### src/common/i2c_master_pkg.sv
// constants, types and register map of the i2c master sequencer
// assumes a 125 MHz system clock and an open-drain i2c bus outside
package i2c_master_pkg;

   // timing: one quarter of a 100 kHz bit time
   localparam int unsigned CLK_PERIOD_NS = 8;
   localparam int unsigned QUARTER_NS    = 2500;
   localparam int unsigned QUARTER_CYC   = (QUARTER_NS + CLK_PERIOD_NS - 1) / CLK_PERIOD_NS;
   localparam int unsigned DIV_W         = 16;

   // register byte offsets
   localparam int unsigned ADDR_W     = 4;
   localparam logic [3:0]  CTRL_OFS   = 4'h0;
   localparam logic [3:0]  TXDATA_OFS = 4'h4;
   localparam logic [3:0]  RXDATA_OFS = 4'h8;
   localparam logic [3:0]  STATUS_OFS = 4'hC;

   // control register fields
   localparam int unsigned START_BIT    = 0;
   localparam int unsigned RSTART_BIT   = 1;
   localparam int unsigned STOP_BIT     = 2;
   localparam int unsigned RECV_BIT     = 3;
   localparam int unsigned ACKSEQ_BIT   = 4;
   localparam int unsigned ACKVAL_BIT   = 5;
   localparam int unsigned ACK_RECEIVED_STATUS_BIT  = 6;
   localparam logic [7:0]  CTRL_RESET   = 8'h00;
   localparam logic [7:0]  REQ_MASK     = 8'h1F;

   // status register fields
   localparam int unsigned TX_BUSY_BIT  = 0;
   localparam int unsigned RX_VALID_BIT = 1;
   localparam int unsigned BUSY_BIT     = 2;
   localparam int unsigned RX_FULL_BIT  = 3;

   localparam int unsigned BYTE_W       = 8;
   localparam int unsigned FIFO_DEPTH   = 8;
   localparam logic [3:0]  LAST_TX_BIT  = 4'h8;
   localparam logic [3:0]  LAST_RX_BIT  = 4'h7;

   typedef enum logic [4:0]
   {
      S_IDLE   = 5'h01,
      S_START  = 5'h02,
      S_RSTART = 5'h04,
      S_STOP   = 5'h08,
      S_BITS   = 5'h10
   } engine_state_t;

   typedef enum logic [1:0]
   {
      M_TX  = 2'h0,
      M_RX  = 2'h1,
      M_ACK = 2'h2
   } xfer_mode_t;

   // open-drain drive: oe high pulls the line low
   typedef struct packed
   {
      logic scl_out;
      logic scl_oe;
      logic sda_out;
      logic sda_oe;
   } pin_drive_t;

   typedef struct packed
   {
      logic          scl_in;
      logic          sda_in;
   } pin_sense_t;

   typedef struct packed
   {
      logic [7:0]       ctrl;
      logic             tx_pending;
      engine_state_t    state;
      xfer_mode_t       mode;
      logic [1:0]       step;
      logic [3:0]       bit_cnt;
      logic [7:0]       shift;
      logic [DIV_W-1:0] div_cnt;
      pin_drive_t       pins;
      logic             scl_meta;
      logic             scl_s;
      logic             sda_meta;
      logic             sda_s;
      logic             push;
      logic             wait_q;
      logic [31:0]      rdata;
   } engine_t;

endpackage : i2c_master_pkg

### src/byte_fifo.sv
// synchronous fifo with valid/ready on both sides
// assumes one clock; full refuses a push, empty refuses a pop
`timescale 1ns/1ps
module byte_fifo
#(
   parameter int unsigned WIDTH = 8,
   parameter int unsigned DEPTH = 8
)
(
   input  wire logic             clock,
   input  wire logic             rst_b,
   input  wire logic             in_valid,
   output      logic             in_ready,
   input  wire logic [WIDTH-1:0] in_data,
   output      logic             out_valid,
   input  wire logic             out_ready,
   output      logic [WIDTH-1:0] out_data
);
   localparam int unsigned PTR_W = (DEPTH > 1) ? $clog2(DEPTH) : 1;
   localparam logic [PTR_W-1:0] LAST_PTR = PTR_W'(DEPTH - 1);

   typedef struct packed
   {
      logic [DEPTH-1:0][WIDTH-1:0] mem;
      logic [PTR_W-1:0]            wr_ptr;
      logic [PTR_W-1:0]            rd_ptr;
      logic [PTR_W:0]              count;
   } fifo_t;

   fifo_t f_q;
   fifo_t f_d;
   logic  push;
   logic  pop;

   if (DEPTH < 2 || WIDTH < 1)
   begin : g_check
      $error("byte_fifo needs DEPTH of at least 2");
   end

   assign in_ready  = (f_q.count != (PTR_W + 1)'(DEPTH));
   assign out_valid = (f_q.count != '0);
   assign out_data  = f_q.mem[f_q.rd_ptr];
   assign push      = in_valid && in_ready;
   assign pop       = out_valid && out_ready;

   always_comb
   begin
      f_d = f_q;
      if (push)
      begin
         f_d.mem[f_q.wr_ptr] = in_data;
         f_d.wr_ptr = (f_q.wr_ptr == LAST_PTR) ? '0 : f_q.wr_ptr + 1'b1;
      end
      if (pop)
      begin
         f_d.rd_ptr = (f_q.rd_ptr == LAST_PTR) ? '0 : f_q.rd_ptr + 1'b1;
      end
      if (push && !pop)
      begin
         f_d.count = f_q.count + 1'b1;
      end
      else if (pop && !push)
      begin
         f_d.count = f_q.count - 1'b1;
      end
   end

   always_ff @(posedge clock or negedge rst_b)
   begin
      if (!rst_b)
      begin
         f_q <= '0;
      end
      else
      begin
         f_q <= f_d;
      end
   end

endmodule : byte_fifo

### src/i2c_master_sequencer.sv
// i2c master bus-event sequencer with avalon-mm register slave
// assumes external pull-ups on both lines; pin inputs are asynchronous
//
// Chosen here: the Avalon-MM interface to the registers and the placing of the registers.
`timescale 1ns/1ps
// Overview of operation
// - ack value one sends nack, zero ack
// - ack request runs ack bit, then self-clears
// - receive request clocks in one byte
// - stop request makes stop, then self-clears
// - repeated-start request makes restart, then self-clears
// - start request makes start, then self-clears
// - ack status is set by a slave nack after sent byte
module i2c_master_sequencer
   import i2c_master_pkg::*;
#(
   parameter int unsigned DIV = QUARTER_CYC
)
(
   input  wire logic              clock,
   input  wire logic              rst_b,
   input  wire logic [ADDR_W-1:0] avs_address,
   input  wire logic              avs_read,
   input  wire logic              avs_write,
   input  wire logic [31:0]       avs_writedata,
   output      logic [31:0]       avs_readdata,
   output      logic              avs_waitrequest,
   input  wire pin_sense_t        pin_in,
   output      pin_drive_t        pin_out
);
   localparam logic [DIV_W-1:0] DIV_LAST = DIV_W'(DIV - 1);
   localparam engine_t ST_RESET = '{
      ctrl     : CTRL_RESET,
      state    : S_IDLE,
      mode     : M_TX,
      scl_meta : 1'b1,
      scl_s    : 1'b1,
      sda_meta : 1'b1,
      sda_s    : 1'b1,
      wait_q   : 1'b1,
      default  : '0
   };

   engine_t          st_q;
   engine_t          st_d;
   logic             rx_ready;
   logic             rx_valid;
   logic [BYTE_W-1:0] rx_byte;
   logic             rx_pop;
   logic             fire;
   logic             adv;
   logic [7:0]       clr;

   if (DIV < 2 || DIV > 65535)
   begin : g_check
      $error("DIV must lie between 2 and 65535");
   end

   assign fire   = (avs_read || avs_write) && !st_q.wait_q;
   assign rx_pop = fire && avs_read && (avs_address == RXDATA_OFS);

   byte_fifo
   #(
      .WIDTH (BYTE_W),
      .DEPTH (FIFO_DEPTH)
   )
   u_rx_fifo
   (
      .clock     (clock),
      .rst_b     (rst_b),
      .in_valid  (st_q.push),
      .in_ready  (rx_ready),
      .in_data   (st_q.shift),
      .out_valid (rx_valid),
      .out_ready (rx_pop),
      .out_data  (rx_byte)
   );

   always_comb
   begin
      st_d      = st_q;
      st_d.push = 1'b0;
      clr       = 8'h00;
      adv       = 1'b0;

      // two-flop synchronisers
      st_d.scl_meta = pin_in.scl_in;
      st_d.scl_s    = st_q.scl_meta;
      st_d.sda_meta = pin_in.sda_in;
      st_d.sda_s    = st_q.sda_meta;

      // quarter-bit timebase; a released scl held low by the slave stalls it
      if (st_q.state != S_IDLE)
      begin
         if (st_q.div_cnt == DIV_LAST)
         begin
            st_d.div_cnt = '0;
            adv = !(!st_q.pins.scl_oe && !st_q.scl_s);
         end
         else
         begin
            st_d.div_cnt = st_q.div_cnt + 1'b1;
         end
      end

      case (st_q.state)
         S_IDLE:
         begin
            st_d.div_cnt = '0;
            st_d.step    = 2'h0;
            st_d.bit_cnt = 4'h0;
            if (st_q.ctrl[START_BIT])
            begin
               st_d.state       = S_START;
               st_d.pins.scl_oe = 1'b0;
               st_d.pins.sda_oe = 1'b0;
            end
            else if (st_q.ctrl[RSTART_BIT])
            begin
               st_d.state       = S_RSTART;
               st_d.pins.sda_oe = 1'b0;
            end
            else if (st_q.ctrl[STOP_BIT])
            begin
               st_d.state       = S_STOP;
               st_d.pins.sda_oe = 1'b1;
            end
            else if (st_q.ctrl[RECV_BIT] && rx_ready)
            begin
               st_d.state       = S_BITS;
               st_d.mode        = M_RX;
               st_d.pins.sda_oe = 1'b0;
            end
            else if (st_q.ctrl[ACKSEQ_BIT])
            begin
               st_d.state       = S_BITS;
               st_d.mode        = M_ACK;
               st_d.pins.sda_oe = !st_q.ctrl[ACKVAL_BIT];
            end
            else if (st_q.tx_pending)
            begin
               st_d.state       = S_BITS;
               st_d.mode        = M_TX;
               st_d.pins.sda_oe = !st_q.shift[7];
            end
         end
         S_START:
         begin
            if (adv)
            begin
               if (st_q.step == 2'h0)
               begin
                  st_d.pins.sda_oe = 1'b1;
                  st_d.step        = 2'h1;
               end
               else
               begin
                  st_d.pins.scl_oe = 1'b1;
                  clr[START_BIT]   = 1'b1;
                  st_d.state       = S_IDLE;
               end
            end
         end
         S_RSTART:
         begin
            if (adv)
            begin
               case (st_q.step)
                  2'h0:
                  begin
                     st_d.pins.scl_oe = 1'b0;
                     st_d.step        = 2'h1;
                  end
                  2'h1:
                  begin
                     st_d.pins.sda_oe = 1'b1;
                     st_d.step        = 2'h2;
                  end
                  default:
                  begin
                     st_d.pins.scl_oe = 1'b1;
                     clr[RSTART_BIT]  = 1'b1;
                     st_d.state       = S_IDLE;
                  end
               endcase
            end
         end
         S_STOP:
         begin
            if (adv)
            begin
               if (st_q.step == 2'h0)
               begin
                  st_d.pins.scl_oe = 1'b0;
                  st_d.step        = 2'h1;
               end
               else
               begin
                  st_d.pins.sda_oe = 1'b0;
                  clr[STOP_BIT]    = 1'b1;
                  st_d.state       = S_IDLE;
               end
            end
         end
         S_BITS:
         begin
            if (adv)
            begin
               st_d.step = st_q.step + 2'h1;
               case (st_q.step)
                  2'h0:
                  begin
                     st_d.pins.scl_oe = 1'b0;
                  end
                  2'h1:
                  begin
                     if (st_q.mode == M_TX && st_q.bit_cnt == LAST_TX_BIT)
                     begin
                        st_d.ctrl[ACK_RECEIVED_STATUS_BIT] = st_q.sda_s;
                     end
                     else if (st_q.mode == M_RX)
                     begin
                        st_d.shift = {st_q.shift[6:0], st_q.sda_s};
                     end
                  end
                  2'h2:
                  begin
                     st_d.pins.scl_oe = 1'b1;
                  end
                  default:
                  begin
                     if (st_q.mode == M_ACK)
                     begin
                        st_d.pins.sda_oe = 1'b0;
                        clr[ACKSEQ_BIT]  = 1'b1;
                        st_d.state       = S_IDLE;
                     end
                     else if (st_q.mode == M_RX && st_q.bit_cnt == LAST_RX_BIT)
                     begin
                        st_d.push      = 1'b1;
                        clr[RECV_BIT]  = 1'b1;
                        st_d.state     = S_IDLE;
                     end
                     else if (st_q.mode == M_TX && st_q.bit_cnt == LAST_TX_BIT)
                     begin
                        st_d.tx_pending = 1'b0;
                        st_d.state      = S_IDLE;
                     end
                     else
                     begin
                        st_d.bit_cnt = st_q.bit_cnt + 4'h1;
                        if (st_q.mode == M_TX)
                        begin
                           st_d.shift       = {st_q.shift[6:0], 1'b0};
                           // ninth bit: release data for the slave's ack
                           st_d.pins.sda_oe = (st_q.bit_cnt == LAST_RX_BIT) ? 1'b0
                                                                             : !st_q.shift[6];
                        end
                     end
                  end
               endcase
            end
         end
         default:
         begin
            st_d.state = S_IDLE;
         end
      endcase

      // hardware clears; a software set in the same cycle wins
      st_d.ctrl = st_d.ctrl & ~clr;

      // avalon slave: one wait state, effects at the edge with waitrequest low
      if ((avs_read || avs_write) && st_q.wait_q)
      begin
         st_d.wait_q = 1'b0;
         case (avs_address)
            CTRL_OFS:   st_d.rdata = {24'h000000, 1'b0, st_q.ctrl[6:0]};
            RXDATA_OFS: st_d.rdata = {24'h000000, rx_byte};
            STATUS_OFS: st_d.rdata = {28'h0000000, !rx_ready, st_q.state != S_IDLE,
                                      rx_valid, st_q.tx_pending};
            default:    st_d.rdata = 32'h00000000;
         endcase
      end
      else
      begin
         st_d.wait_q = 1'b1;
      end

      if (fire && avs_write)
      begin
         if (avs_address == CTRL_OFS)
         begin
            st_d.ctrl = st_d.ctrl | (avs_writedata[7:0] & REQ_MASK);
            st_d.ctrl[ACKVAL_BIT] = avs_writedata[ACKVAL_BIT];
         end
         else if (avs_address == TXDATA_OFS && !st_q.tx_pending && st_q.state == S_IDLE)
         begin
            st_d.shift      = avs_writedata[7:0];
            st_d.tx_pending = 1'b1;
         end
      end
   end

   always_ff @(posedge clock or negedge rst_b)
   begin
      if (!rst_b)
      begin
         st_q <= ST_RESET;
      end
      else
      begin
         st_q <= st_d;
      end
   end

   assign avs_readdata    = st_q.rdata;
   assign avs_waitrequest = st_q.wait_q;
   assign pin_out         = st_q.pins;

   // checks
   property p_ack_drive;
      @(posedge clock) disable iff (!rst_b)
      (st_q.state == S_BITS && st_q.mode == M_ACK && st_q.step != 2'h0)
         |-> (st_q.pins.sda_oe == !st_q.ctrl[ACKVAL_BIT]);
   endproperty
   a_ack_drive : assert property (p_ack_drive) else $error("ack bit drive wrong");

   property p_ack_clear;
      @(posedge clock) disable iff (!rst_b)
      $fell(st_q.ctrl[ACKSEQ_BIT])
         |-> $past(st_q.state == S_BITS && st_q.mode == M_ACK && st_q.step == 2'h3);
   endproperty
   a_ack_clear : assert property (p_ack_clear) else $error("ack request cleared early");

   property p_rx_release;
      @(posedge clock) disable iff (!rst_b)
      (st_q.state == S_BITS && st_q.mode == M_RX) |-> !st_q.pins.sda_oe;
   endproperty
   a_rx_release : assert property (p_rx_release) else $error("data driven in receive");

   property p_rx_push;
      @(posedge clock) disable iff (!rst_b)
      $fell(st_q.ctrl[RECV_BIT]) |-> st_q.push ##1 !st_q.push;
   endproperty
   a_rx_push : assert property (p_rx_push) else $error("receive ended without byte");

   property p_stop_done;
      @(posedge clock) disable iff (!rst_b)
      $fell(st_q.ctrl[STOP_BIT])
         |-> (!st_q.pins.sda_oe && !st_q.pins.scl_oe && st_q.state == S_IDLE);
   endproperty
   a_stop_done : assert property (p_stop_done) else $error("stop left lines driven");

   property p_rstart_done;
      @(posedge clock) disable iff (!rst_b)
      $fell(st_q.ctrl[RSTART_BIT])
         |-> (st_q.pins.sda_oe && st_q.pins.scl_oe && $past(st_q.state == S_RSTART));
   endproperty
   a_rstart_done : assert property (p_rstart_done) else $error("restart ended wrong");

   property p_start_done;
      @(posedge clock) disable iff (!rst_b)
      $fell(st_q.ctrl[START_BIT])
         |-> (st_q.pins.sda_oe && st_q.pins.scl_oe && $past(st_q.state == S_START));
   endproperty
   a_start_done : assert property (p_start_done) else $error("start ended wrong");

   property p_ack_status;
      @(posedge clock) disable iff (!rst_b)
      (adv && st_q.state == S_BITS && st_q.mode == M_TX && st_q.step == 2'h1
       && st_q.bit_cnt == LAST_TX_BIT)
         |=> (st_q.ctrl[ACK_RECEIVED_STATUS_BIT] == $past(st_q.sda_s));
   endproperty
   a_ack_status : assert property (p_ack_status) else $error("ack status not captured");

   property p_bus_answer;
      @(posedge clock) disable iff (!rst_b)
      ((avs_read || avs_write) && avs_waitrequest) |=> !avs_waitrequest ##1 avs_waitrequest;
   endproperty
   a_bus_answer : assert property (p_bus_answer) else $error("bus answer not in one cycle");

endmodule : i2c_master_sequencer

### config.mk
export PLATFORM = sky130hd
export DESIGN_NAME = i2c_master_sequencer
export DESIGN_NICKNAME = d
export VERILOG_FILES = /design/src/common/i2c_master_pkg.sv /design/src/byte_fifo.sv /design/src/i2c_master_sequencer.sv
export SDC_FILE = /design/constraint.sdc
export NUM_CORES = 1
export LEC_CHECK = 0
export BUFFER_PORTS_ARGS = -buffer_cell sky130_fd_sc_hd__buf_2
export CAP_MARGIN = 10
export CORE_AREA = 2 2 136 138
export DETAILED_ROUTE_END_ITERATION = 16
export DIE_AREA = 0 0 138 140
export HOLD_SLACK_MARGIN = 0.05
export PLACE_DENSITY_LB_ADDON = 0.15
export REMOVE_ABC_BUFFERS = 1
export SLEW_MARGIN = 20
export SYNTH_ARGS = -nofsm -noshare
export SYNTH_HDL_FRONTEND = slang
export SYNTH_SLANG_ARGS = --single-unit
export TNS_END_PERCENT = 10
### constraint.sdc
create_clock -name clock -period 3.7 [get_ports clock]
set_input_delay 0.37 -clock clock [delete_from_list [all_inputs] [get_ports clock]]
set_output_delay 0.37 -clock clock [all_outputs]
set_load 0.05 [all_outputs]
; Word-level counts from Yosys, hierarchy flattened
; Index checks and enable logic that the tools add are counted.
; W data, S select, Z words.
[op_classes]
n_eq_ne = 45
n_lt_le_gt_ge = 3
addsub = 7
bitwise = 6
reduce_logical = 48
n_mux = 108
[ops]
columns = cell, n
row1 = $mux W8, 10
row2 = $bwmux W64, 1
row3 = $mux W1, 51
row4 = $mux W16, 3
row5 = $mux W5, 9
row6 = $mux W12, 3
row7 = $ne A2 B2 Y1 const B, 17
row8 = $bmux W8 S3, 1
row9 = $demux W8 S3, 1
row10 = $pmux W8 S3, 1
row11 = $mux W7, 3
row12 = $pmux W5 S4, 1
row13 = $mux W6, 3
row14 = $add A16 B1 Y16 const B, 1
row15 = $eq A16 B9 Y1 const B, 1
row16 = $logic_and A1 B1 Y1, 16
row17 = $pmux W8 S2, 1
row18 = $mux W14, 1
row19 = $reduce_and A13 Y1, 1
row20 = $eq A4 B4 Y1 const B, 3
row21 = $mux W2, 6
row22 = $mux W4, 3
row23 = $ne A3 B3 Y1 const B, 4
row24 = $reduce_and A6 Y1, 2
row25 = 44 further kinds, 74
[totals]
inputBits = 42
reg_bits = 160
wordCells = 245

; Longest topological paths before layout
[logic_depth]
word_depth = 12
depth_mapped = 11
mapped_depth_nobuf = 11

; By module
; A second synthesis with hierarchy kept.
[hier_totals]
hier_cells = 618
area_unflattened_um2 = 7211.9
[by_module_without_submodules]
columns = module, area_each_um2, seq_area_each_um2, instances, cells_each
row1 = i2c_master_sequencer, 3624.7, 1534.0, 1, 395
row2 = byte_fifo, 3587.2, 1851.8, 1, 223

; Least setup slack after synthesis
; No wires, ideal clock.
[synth_timing]
path_type = flip-flop to flip-flop
from = register u_rx_fifo.f_q[0] (netlist name)
to = register u_rx_fifo.f_q[3] (netlist name)
setup_time_ns = 0.125
required_time_ns = 3.575
arrival_time_ns = 2.446
n_path_buf = 0
path_stages_with_launch = 12
slack_ns = 1.129
path_cell_list = dfrtp_1 -> or4b_1 -> nand2_2 -> inv_2 -> ha_1 -> inv_1 -> ha_1 -> a21o_1 -> a21oi_1 -> xnor2_1 -> nor2_1 -> xor2_1
[synth_between]
elab_chain_cells = 5
[synth_rtl]
columns = item, line
row1 = start: declaration, byte_fifo.sv:30  ; fifo_t f_q;
row2 = start signal: assignment, byte_fifo.sv:72  ; f_q <= '0;
row3 = start signal: assignment, byte_fifo.sv:76  ; f_q <= f_d;
row4 = $ne A4 B4 Y1 (*), byte_fifo.sv:40  ; assign in_ready = (f_q.count != (PTR_W + 1)'(DEPTH));
row5 = $logic_and A1 B1 Y1 (*), byte_fifo.sv:43  ; assign push = in_valid && in_ready;
row6 = net u_rx_fifo.push, byte_fifo.sv:32  ; logic push;
row7 = $logic_not A1 Y1, byte_fifo.sv:62  ; else if (pop && !push)
row8 = $logic_and A1 B1 Y1, byte_fifo.sv:62
row9 = $reduce_bool A2 Y1 (no line), --
; Mark *: on every way through the listed nets, which the timed path passes. The rest lies on a longest branch. The select of a mux whose other input is x is not followed.
; A chain may end at the register's enable or synchronous reset.

; Worst setup path in the final report
; Ends and elaborated chain as after synthesis.

==> impl_results.rst <==
.. list-table::
   :header-rows: 1

   * - Metric
     - Value
   * - Net count of the finished layout
     - 740
   * - Post-synthesis sequential area ratio
     - 48.1%
   * - Worst r2r path cells
     - 11
   * - Net load switching power
     - 803 uW
   * - Number of setup violations in the final report
     - 0
   * - Fraction of power consumed by sequential logic
     - 44.1%
   * - Ys Warns
     - 0
   * - Sum of negative setup slack
     - 0 ns
   * - Post-CTS Repair Setup Buffers
     - 0
   * - R2R Setup Slk
     - 0.86 ns
   * - Via count of the first global-routing pass
     - 4884
   * - Min-Delay Path Class
     - primary input to asynchronous set/reset pin
   * - Remaining global-route overflow
     - 0
   * - H-tree depth
     - 4
   * - Initial antenna violation count
     - 0
   * - Highest-delay cell along the critical path
     - sky130_fd_sc_hd__or4b_1
   * - Post-synthesis sequential element count
     - 135
   * - Worst VDD drop
     - 0.259 mV
   * - Count of final hold-check violations
     - 0
   * - Die Width
     - 138 um
   * - Power per standard cell area
     - 435 nW/um^2
   * - Clock network fraction of design power
     - 51.1%
   * - Post-route clock period utilization
     - 76.7%
   * - DR iter-0 viols
     - 370
   * - Number of buffers inserted during clock tree synthesis
     - 17
   * - Crit-path max cell delay
     - 0.66 ns
   * - Power Internal
     - 2.64 mW
   * - Post-synthesis instance area
     - 7030 um^2
   * - Ratio of cells with drive above 1 in the final layout
     - 21.0%
   * - DRT antenna net count
     - 0
   * - Via count of the routed design
     - 5095
   * - Worst setup path startpoint
     - u_rx_fifo.f_q[0]$_DFFE_PN0P_
   * - Critical path class
     - register to register
   * - Static power due to leakage
     - 3.56 nW
   * - Number of standard-cell rows in the floorplan
     - 49
   * - Sinks on the clock net
     - 135
   * - Critical path, cell by cell
     - or4b_1 > nand2_2 > inv_2 > ha_1 > inv_1 > ha_1 > a21o_1 > a21oi_1 > xnor2_1 > nor2_1 > xor2_1
   * - DRC errors left
     - 0
   * - DIE AREA
     - 19300 um^2
   * - Max-capacitance violation count
     - 0
   * - Initial core utilization
     - 39.5%
   * - Run status
     - complete, no violations
   * - Crit Reg-Reg Endpoint
     - u_rx_fifo.f_q[3]$_DFFE_PN0P_
   * - Relative area change from synthesis to final layout
     - 12.5%
   * - Fill cell count
     - 1680
   * - Worst Clk Skew
     - 0.00668 ns
   * - Final count of pins violating max slew
     - 0
   * - Clock buffer depth
     - 2
   * - Share of synthesized flip-flops with an asynchronous set or reset
     - 100%
   * - Post-synthesis cell type count
     - 70
   * - Dominant cell type by area after synthesis
     - sky130_fd_sc_hd__dfrtp_1
   * - Vias per cell
     - 5.52
   * - Die extent in y
     - 140 um
   * - Clock network latency to the later pin of the worst-skew pair
     - 0.42 ns
   * - Highest net fanout along the worst path
     - 8
   * - Arrival @ worst endpoint
     - 3.14 ns
   * - Total global routing track utilization
     - 18.0%
   * - Worst setup EP type
     - register
   * - Clock slew at reported path FFs
     - 0.06 ns
   * - Total half-perimeter wirelength after legalization and detailed placement
     - 11.8 mm
   * - Dominant cell type by count on the critical path
     - sky130_fd_sc_hd__ha_1
   * - Final weighted congestion of routability-driven global placement
     - 0.833
   * - Largest net degree at the start of global routing
     - 98
   * - CTS root buf
     - sky130_fd_sc_hd__clkbuf_16
   * - TritonCTS clock tree
     - done
   * - Setup slack after layout
     - 0.862 ns
   * - GR Util met3
     - 3.66%
   * - Worst slew pin tran
     - 1.02 ns
   * - Min Tclk post-route
     - 2.84 ns
   * - Drt first pass iters
     - 5
   * - Overall routed net length
     - 16.8 mm
   * - Number of primary I/O pins
     - 79
   * - Switching share of power
     - 23.3%
   * - Peak-usage layer in the global routing report
     - met2
   * - Max transition margin
     - 31.9%
   * - Fraction of met2 tracks used by global routing
     - 27.8%
   * - Leading cell types by total area after synthesis
     - sky130_fd_sc_hd__dfrtp_1 46%, sky130_fd_sc_hd__mux2_2 5.8%, sky130_fd_sc_hd__mux4_2 5.1%
   * - Met1 routing resource usage after global routing
     - 25.6%
   * - Wire length of the first global-routing pass
     - 27.3 mm
   * - Placeable Area
     - 17800 um^2
   * - RSZ-0062 raised after global routing
     - no
   * - Req. time, crit path
     - 4.00 ns
   * - Setup crit start kind
     - register
   * - Post-Syn Area per Cell
     - 10.7 um^2
   * - Number of instances in the synthesized netlist
     - 658
   * - Antenna diodes
     - 0
   * - Origin of the critical flop-to-flop path
     - u_rx_fifo.f_q[0]$_DFFE_PN0P_
   * - Comb pwr share
     - 4.8%
   * - Worst setup path endpoint
     - u_rx_fifo.f_q[3]$_DFFE_PN0P_
   * - Top FF cell, synth
     - sky130_fd_sc_hd__dfrtp_1
   * - Share of the core filled with cells
     - 44.5%
   * - DP Worst Slack
     - 0.831 ns
   * - Routed WL per cell
     - 18.2 um
   * - Area share of the leading cell type in the synthesized netlist
     - 45.9%
   * - Count of flip-flops with a built-in enable after synthesis
     - 0
   * - Peak clock frequency supported by timing
     - 352 MHz
   * - Port Buffer Count
     - 28
-- metrics by stage --
step	instances	area, um^2	total power [mW]	hold WS (ns)
6_report	923	7910	3.44	0.0501
5_1_grt	923	7910	3.57	0.112
4_1_cts	923	7910	3.48	0.0899
3_5_place_dp	890	7280	1.71	0.349
3_3_place_gp	890	7280	1.71	0.347
2_1_floorplan	620	6750	1.64	0.0744
-- worst max-delay path: cells and delay by family, from the launching register on --
family / cells / cell delay, ns
adder cells (fa/ha/maj): 2 / 0.46
flip-flops: 1 / 0.43
AO/OA/AOI/OAI: 2 / 0.33
buffers and inverters: 2 / 0.24
XOR/XNOR: 2 / 0.28
AND/OR/NAND/NOR: 3 / 0.96
-- Yosys cell counts (5+ instances only) --
master                     instances
sky130_fd_sc_hd__nand2_1          67
sky130_fd_sc_hd__xnor2_1          10
sky130_fd_sc_hd__nor2_1           39
sky130_fd_sc_hd__a32oi_1           9
sky130_fd_sc_hd__ha_1             15
sky130_fd_sc_hd__buf_2             5
sky130_fd_sc_hd__xor2_1            9
sky130_fd_sc_hd__nor4_1            5
sky130_fd_sc_hd__o21ai_0          65
sky130_fd_sc_hd__inv_1            22
sky130_fd_sc_hd__mux4_2           16
sky130_fd_sc_hd__buf_4            36
sky130_fd_sc_hd__or3_1             7
sky130_fd_sc_hd__nand3_1          13
sky130_fd_sc_hd__nor3_1           12
sky130_fd_sc_hd__nand4_1           7
sky130_fd_sc_hd__nor2b_1           8
sky130_fd_sc_hd__mux2_2           36
sky130_fd_sc_hd__dfstp_2           6
sky130_fd_sc_hd__a21oi_1          23
sky130_fd_sc_hd__a22o_1            7
sky130_fd_sc_hd__clkbuf_1         20
sky130_fd_sc_hd__mux2i_1           9
sky130_fd_sc_hd__dfrtp_1         129
-- cells by family (layout without fill, tap and decap cells) --
logic type	after synthesis	in the layout	synth area share (%)
flops	135	135	48.1
other cells	1	26	0.0533
buf+inv	86	97	6.60
compound gates	138	138	12.2
mux	61	61	12.2
xor+xnor	19	19	2.37
simple gates	202	202	15.5
fa+ha+maj	16	16	2.95
-- flip-flops by register name, summed over array words and instances (netlist names) --
| signal | count |
|---|---|
| avs_waitrequest | 1 |
| pin_out | 2 |
| avs_readdata | 8 |
| u_rx_fifo.f_q | 74 |
| st_d | 2 |
| st_q | 48 |
-- cells in the final DEF (no fill, tap or decap), types with 4 or more instances in the layout --
master,count
sky130_fd_sc_hd__nand2_1,67
sky130_fd_sc_hd__or3_1,7
sky130_fd_sc_hd__nand3b_1,4
sky130_fd_sc_hd__xnor2_1,10
sky130_fd_sc_hd__clkinvlp_4,4
sky130_fd_sc_hd__clkbuf_16,17
sky130_fd_sc_hd__a22o_1,7
sky130_fd_sc_hd__nor2_1,39
sky130_fd_sc_hd__or4_1,4
sky130_fd_sc_hd__ha_1,15
sky130_fd_sc_hd__dfrtp_1,129
sky130_fd_sc_hd__conb_1,26
sky130_fd_sc_hd__and4_1,4
sky130_fd_sc_hd__buf_2,27
sky130_fd_sc_hd__mux2i_1,9
sky130_fd_sc_hd__buf_4,13
sky130_fd_sc_hd__nor3_1,12
sky130_fd_sc_hd__nor2b_1,8
sky130_fd_sc_hd__a21oi_1,23
sky130_fd_sc_hd__o31ai_1,4
sky130_fd_sc_hd__and3_1,4
sky130_fd_sc_hd__a32oi_1,9
sky130_fd_sc_hd__nand4_1,7
sky130_fd_sc_hd__nor4_1,5
sky130_fd_sc_hd__o211ai_1,4
sky130_fd_sc_hd__dfstp_2,6
sky130_fd_sc_hd__nand3_1,13
sky130_fd_sc_hd__mux4_2,16
sky130_fd_sc_hd__mux2_2,36
sky130_fd_sc_hd__xor2_1,9
sky130_fd_sc_hd__o21ai_0,65
sky130_fd_sc_hd__inv_1,22
-- area by class of cell --
cell class	count	area [um^2]	share of cell area (%)
clock buffer	20	467	5.90
clock inverter	11	148	1.87
inverter	23	86.3	1.09
multi-input combinational	462	3280	41.4
sequential	135	3390	42.8
tap	229	287	3.62
timing repair buffer	43	264	3.34
-- routing by layer --
layer / up-vias / share of wire (%)
met5: - / 0
met4: 0 / 1.3
li1: 2372 / -
met3: 15 / 4.2
met1: 2555 / 47
met2: 153 / 47
-- power groups by stage --
| stage | sequential (mW) | clock (mW) | combinational (mW) |
|---|---|---|---|
| 6_report | 1.52 | 1.76 | 0.164 |
| 5_1_grt | 1.52 | 1.87 | 0.177 |
| 4_1_cts | 1.52 | 1.79 | 0.166 |
| 3_5_place_dp | 1.54 | 0 | 0.164 |
| 3_3_place_gp | 1.54 | 0 | 0.162 |
| 2_1_floorplan | 1.55 | 0 | 0.0867 |
-- what timing repair did --
| action | 4_1_cts | 5_1_grt |
|---|---|---|
| resized for setup | 0 | 0 |
| hold endpoints to repair | 2 | 0 |
| hold buffers | 2 | 0 |
-- worst min-delay path by stage --
stage                             startpoint                          end  slack (ns)  cells past startpoint
after floorplan                        rst_b  avs_readdata[0]$_DFFE_PN0P_        0.07                      0
after global placement    st_d[34]$_DFF_PN1_           st_q[34]$_DFF_PN1_        0.35                      0
after detailed placement  st_d[34]$_DFF_PN1_           st_q[34]$_DFF_PN1_        0.35                      0
after CTS                              rst_b           st_q[47]$_DFF_PN0_        0.09                      1
after global routing                   rst_b           st_q[47]$_DFF_PN0_        0.11                      1
final                                  rst_b           st_q[51]$_DFF_PN0_        0.05                      1
(Power assumes the default switching activity.)
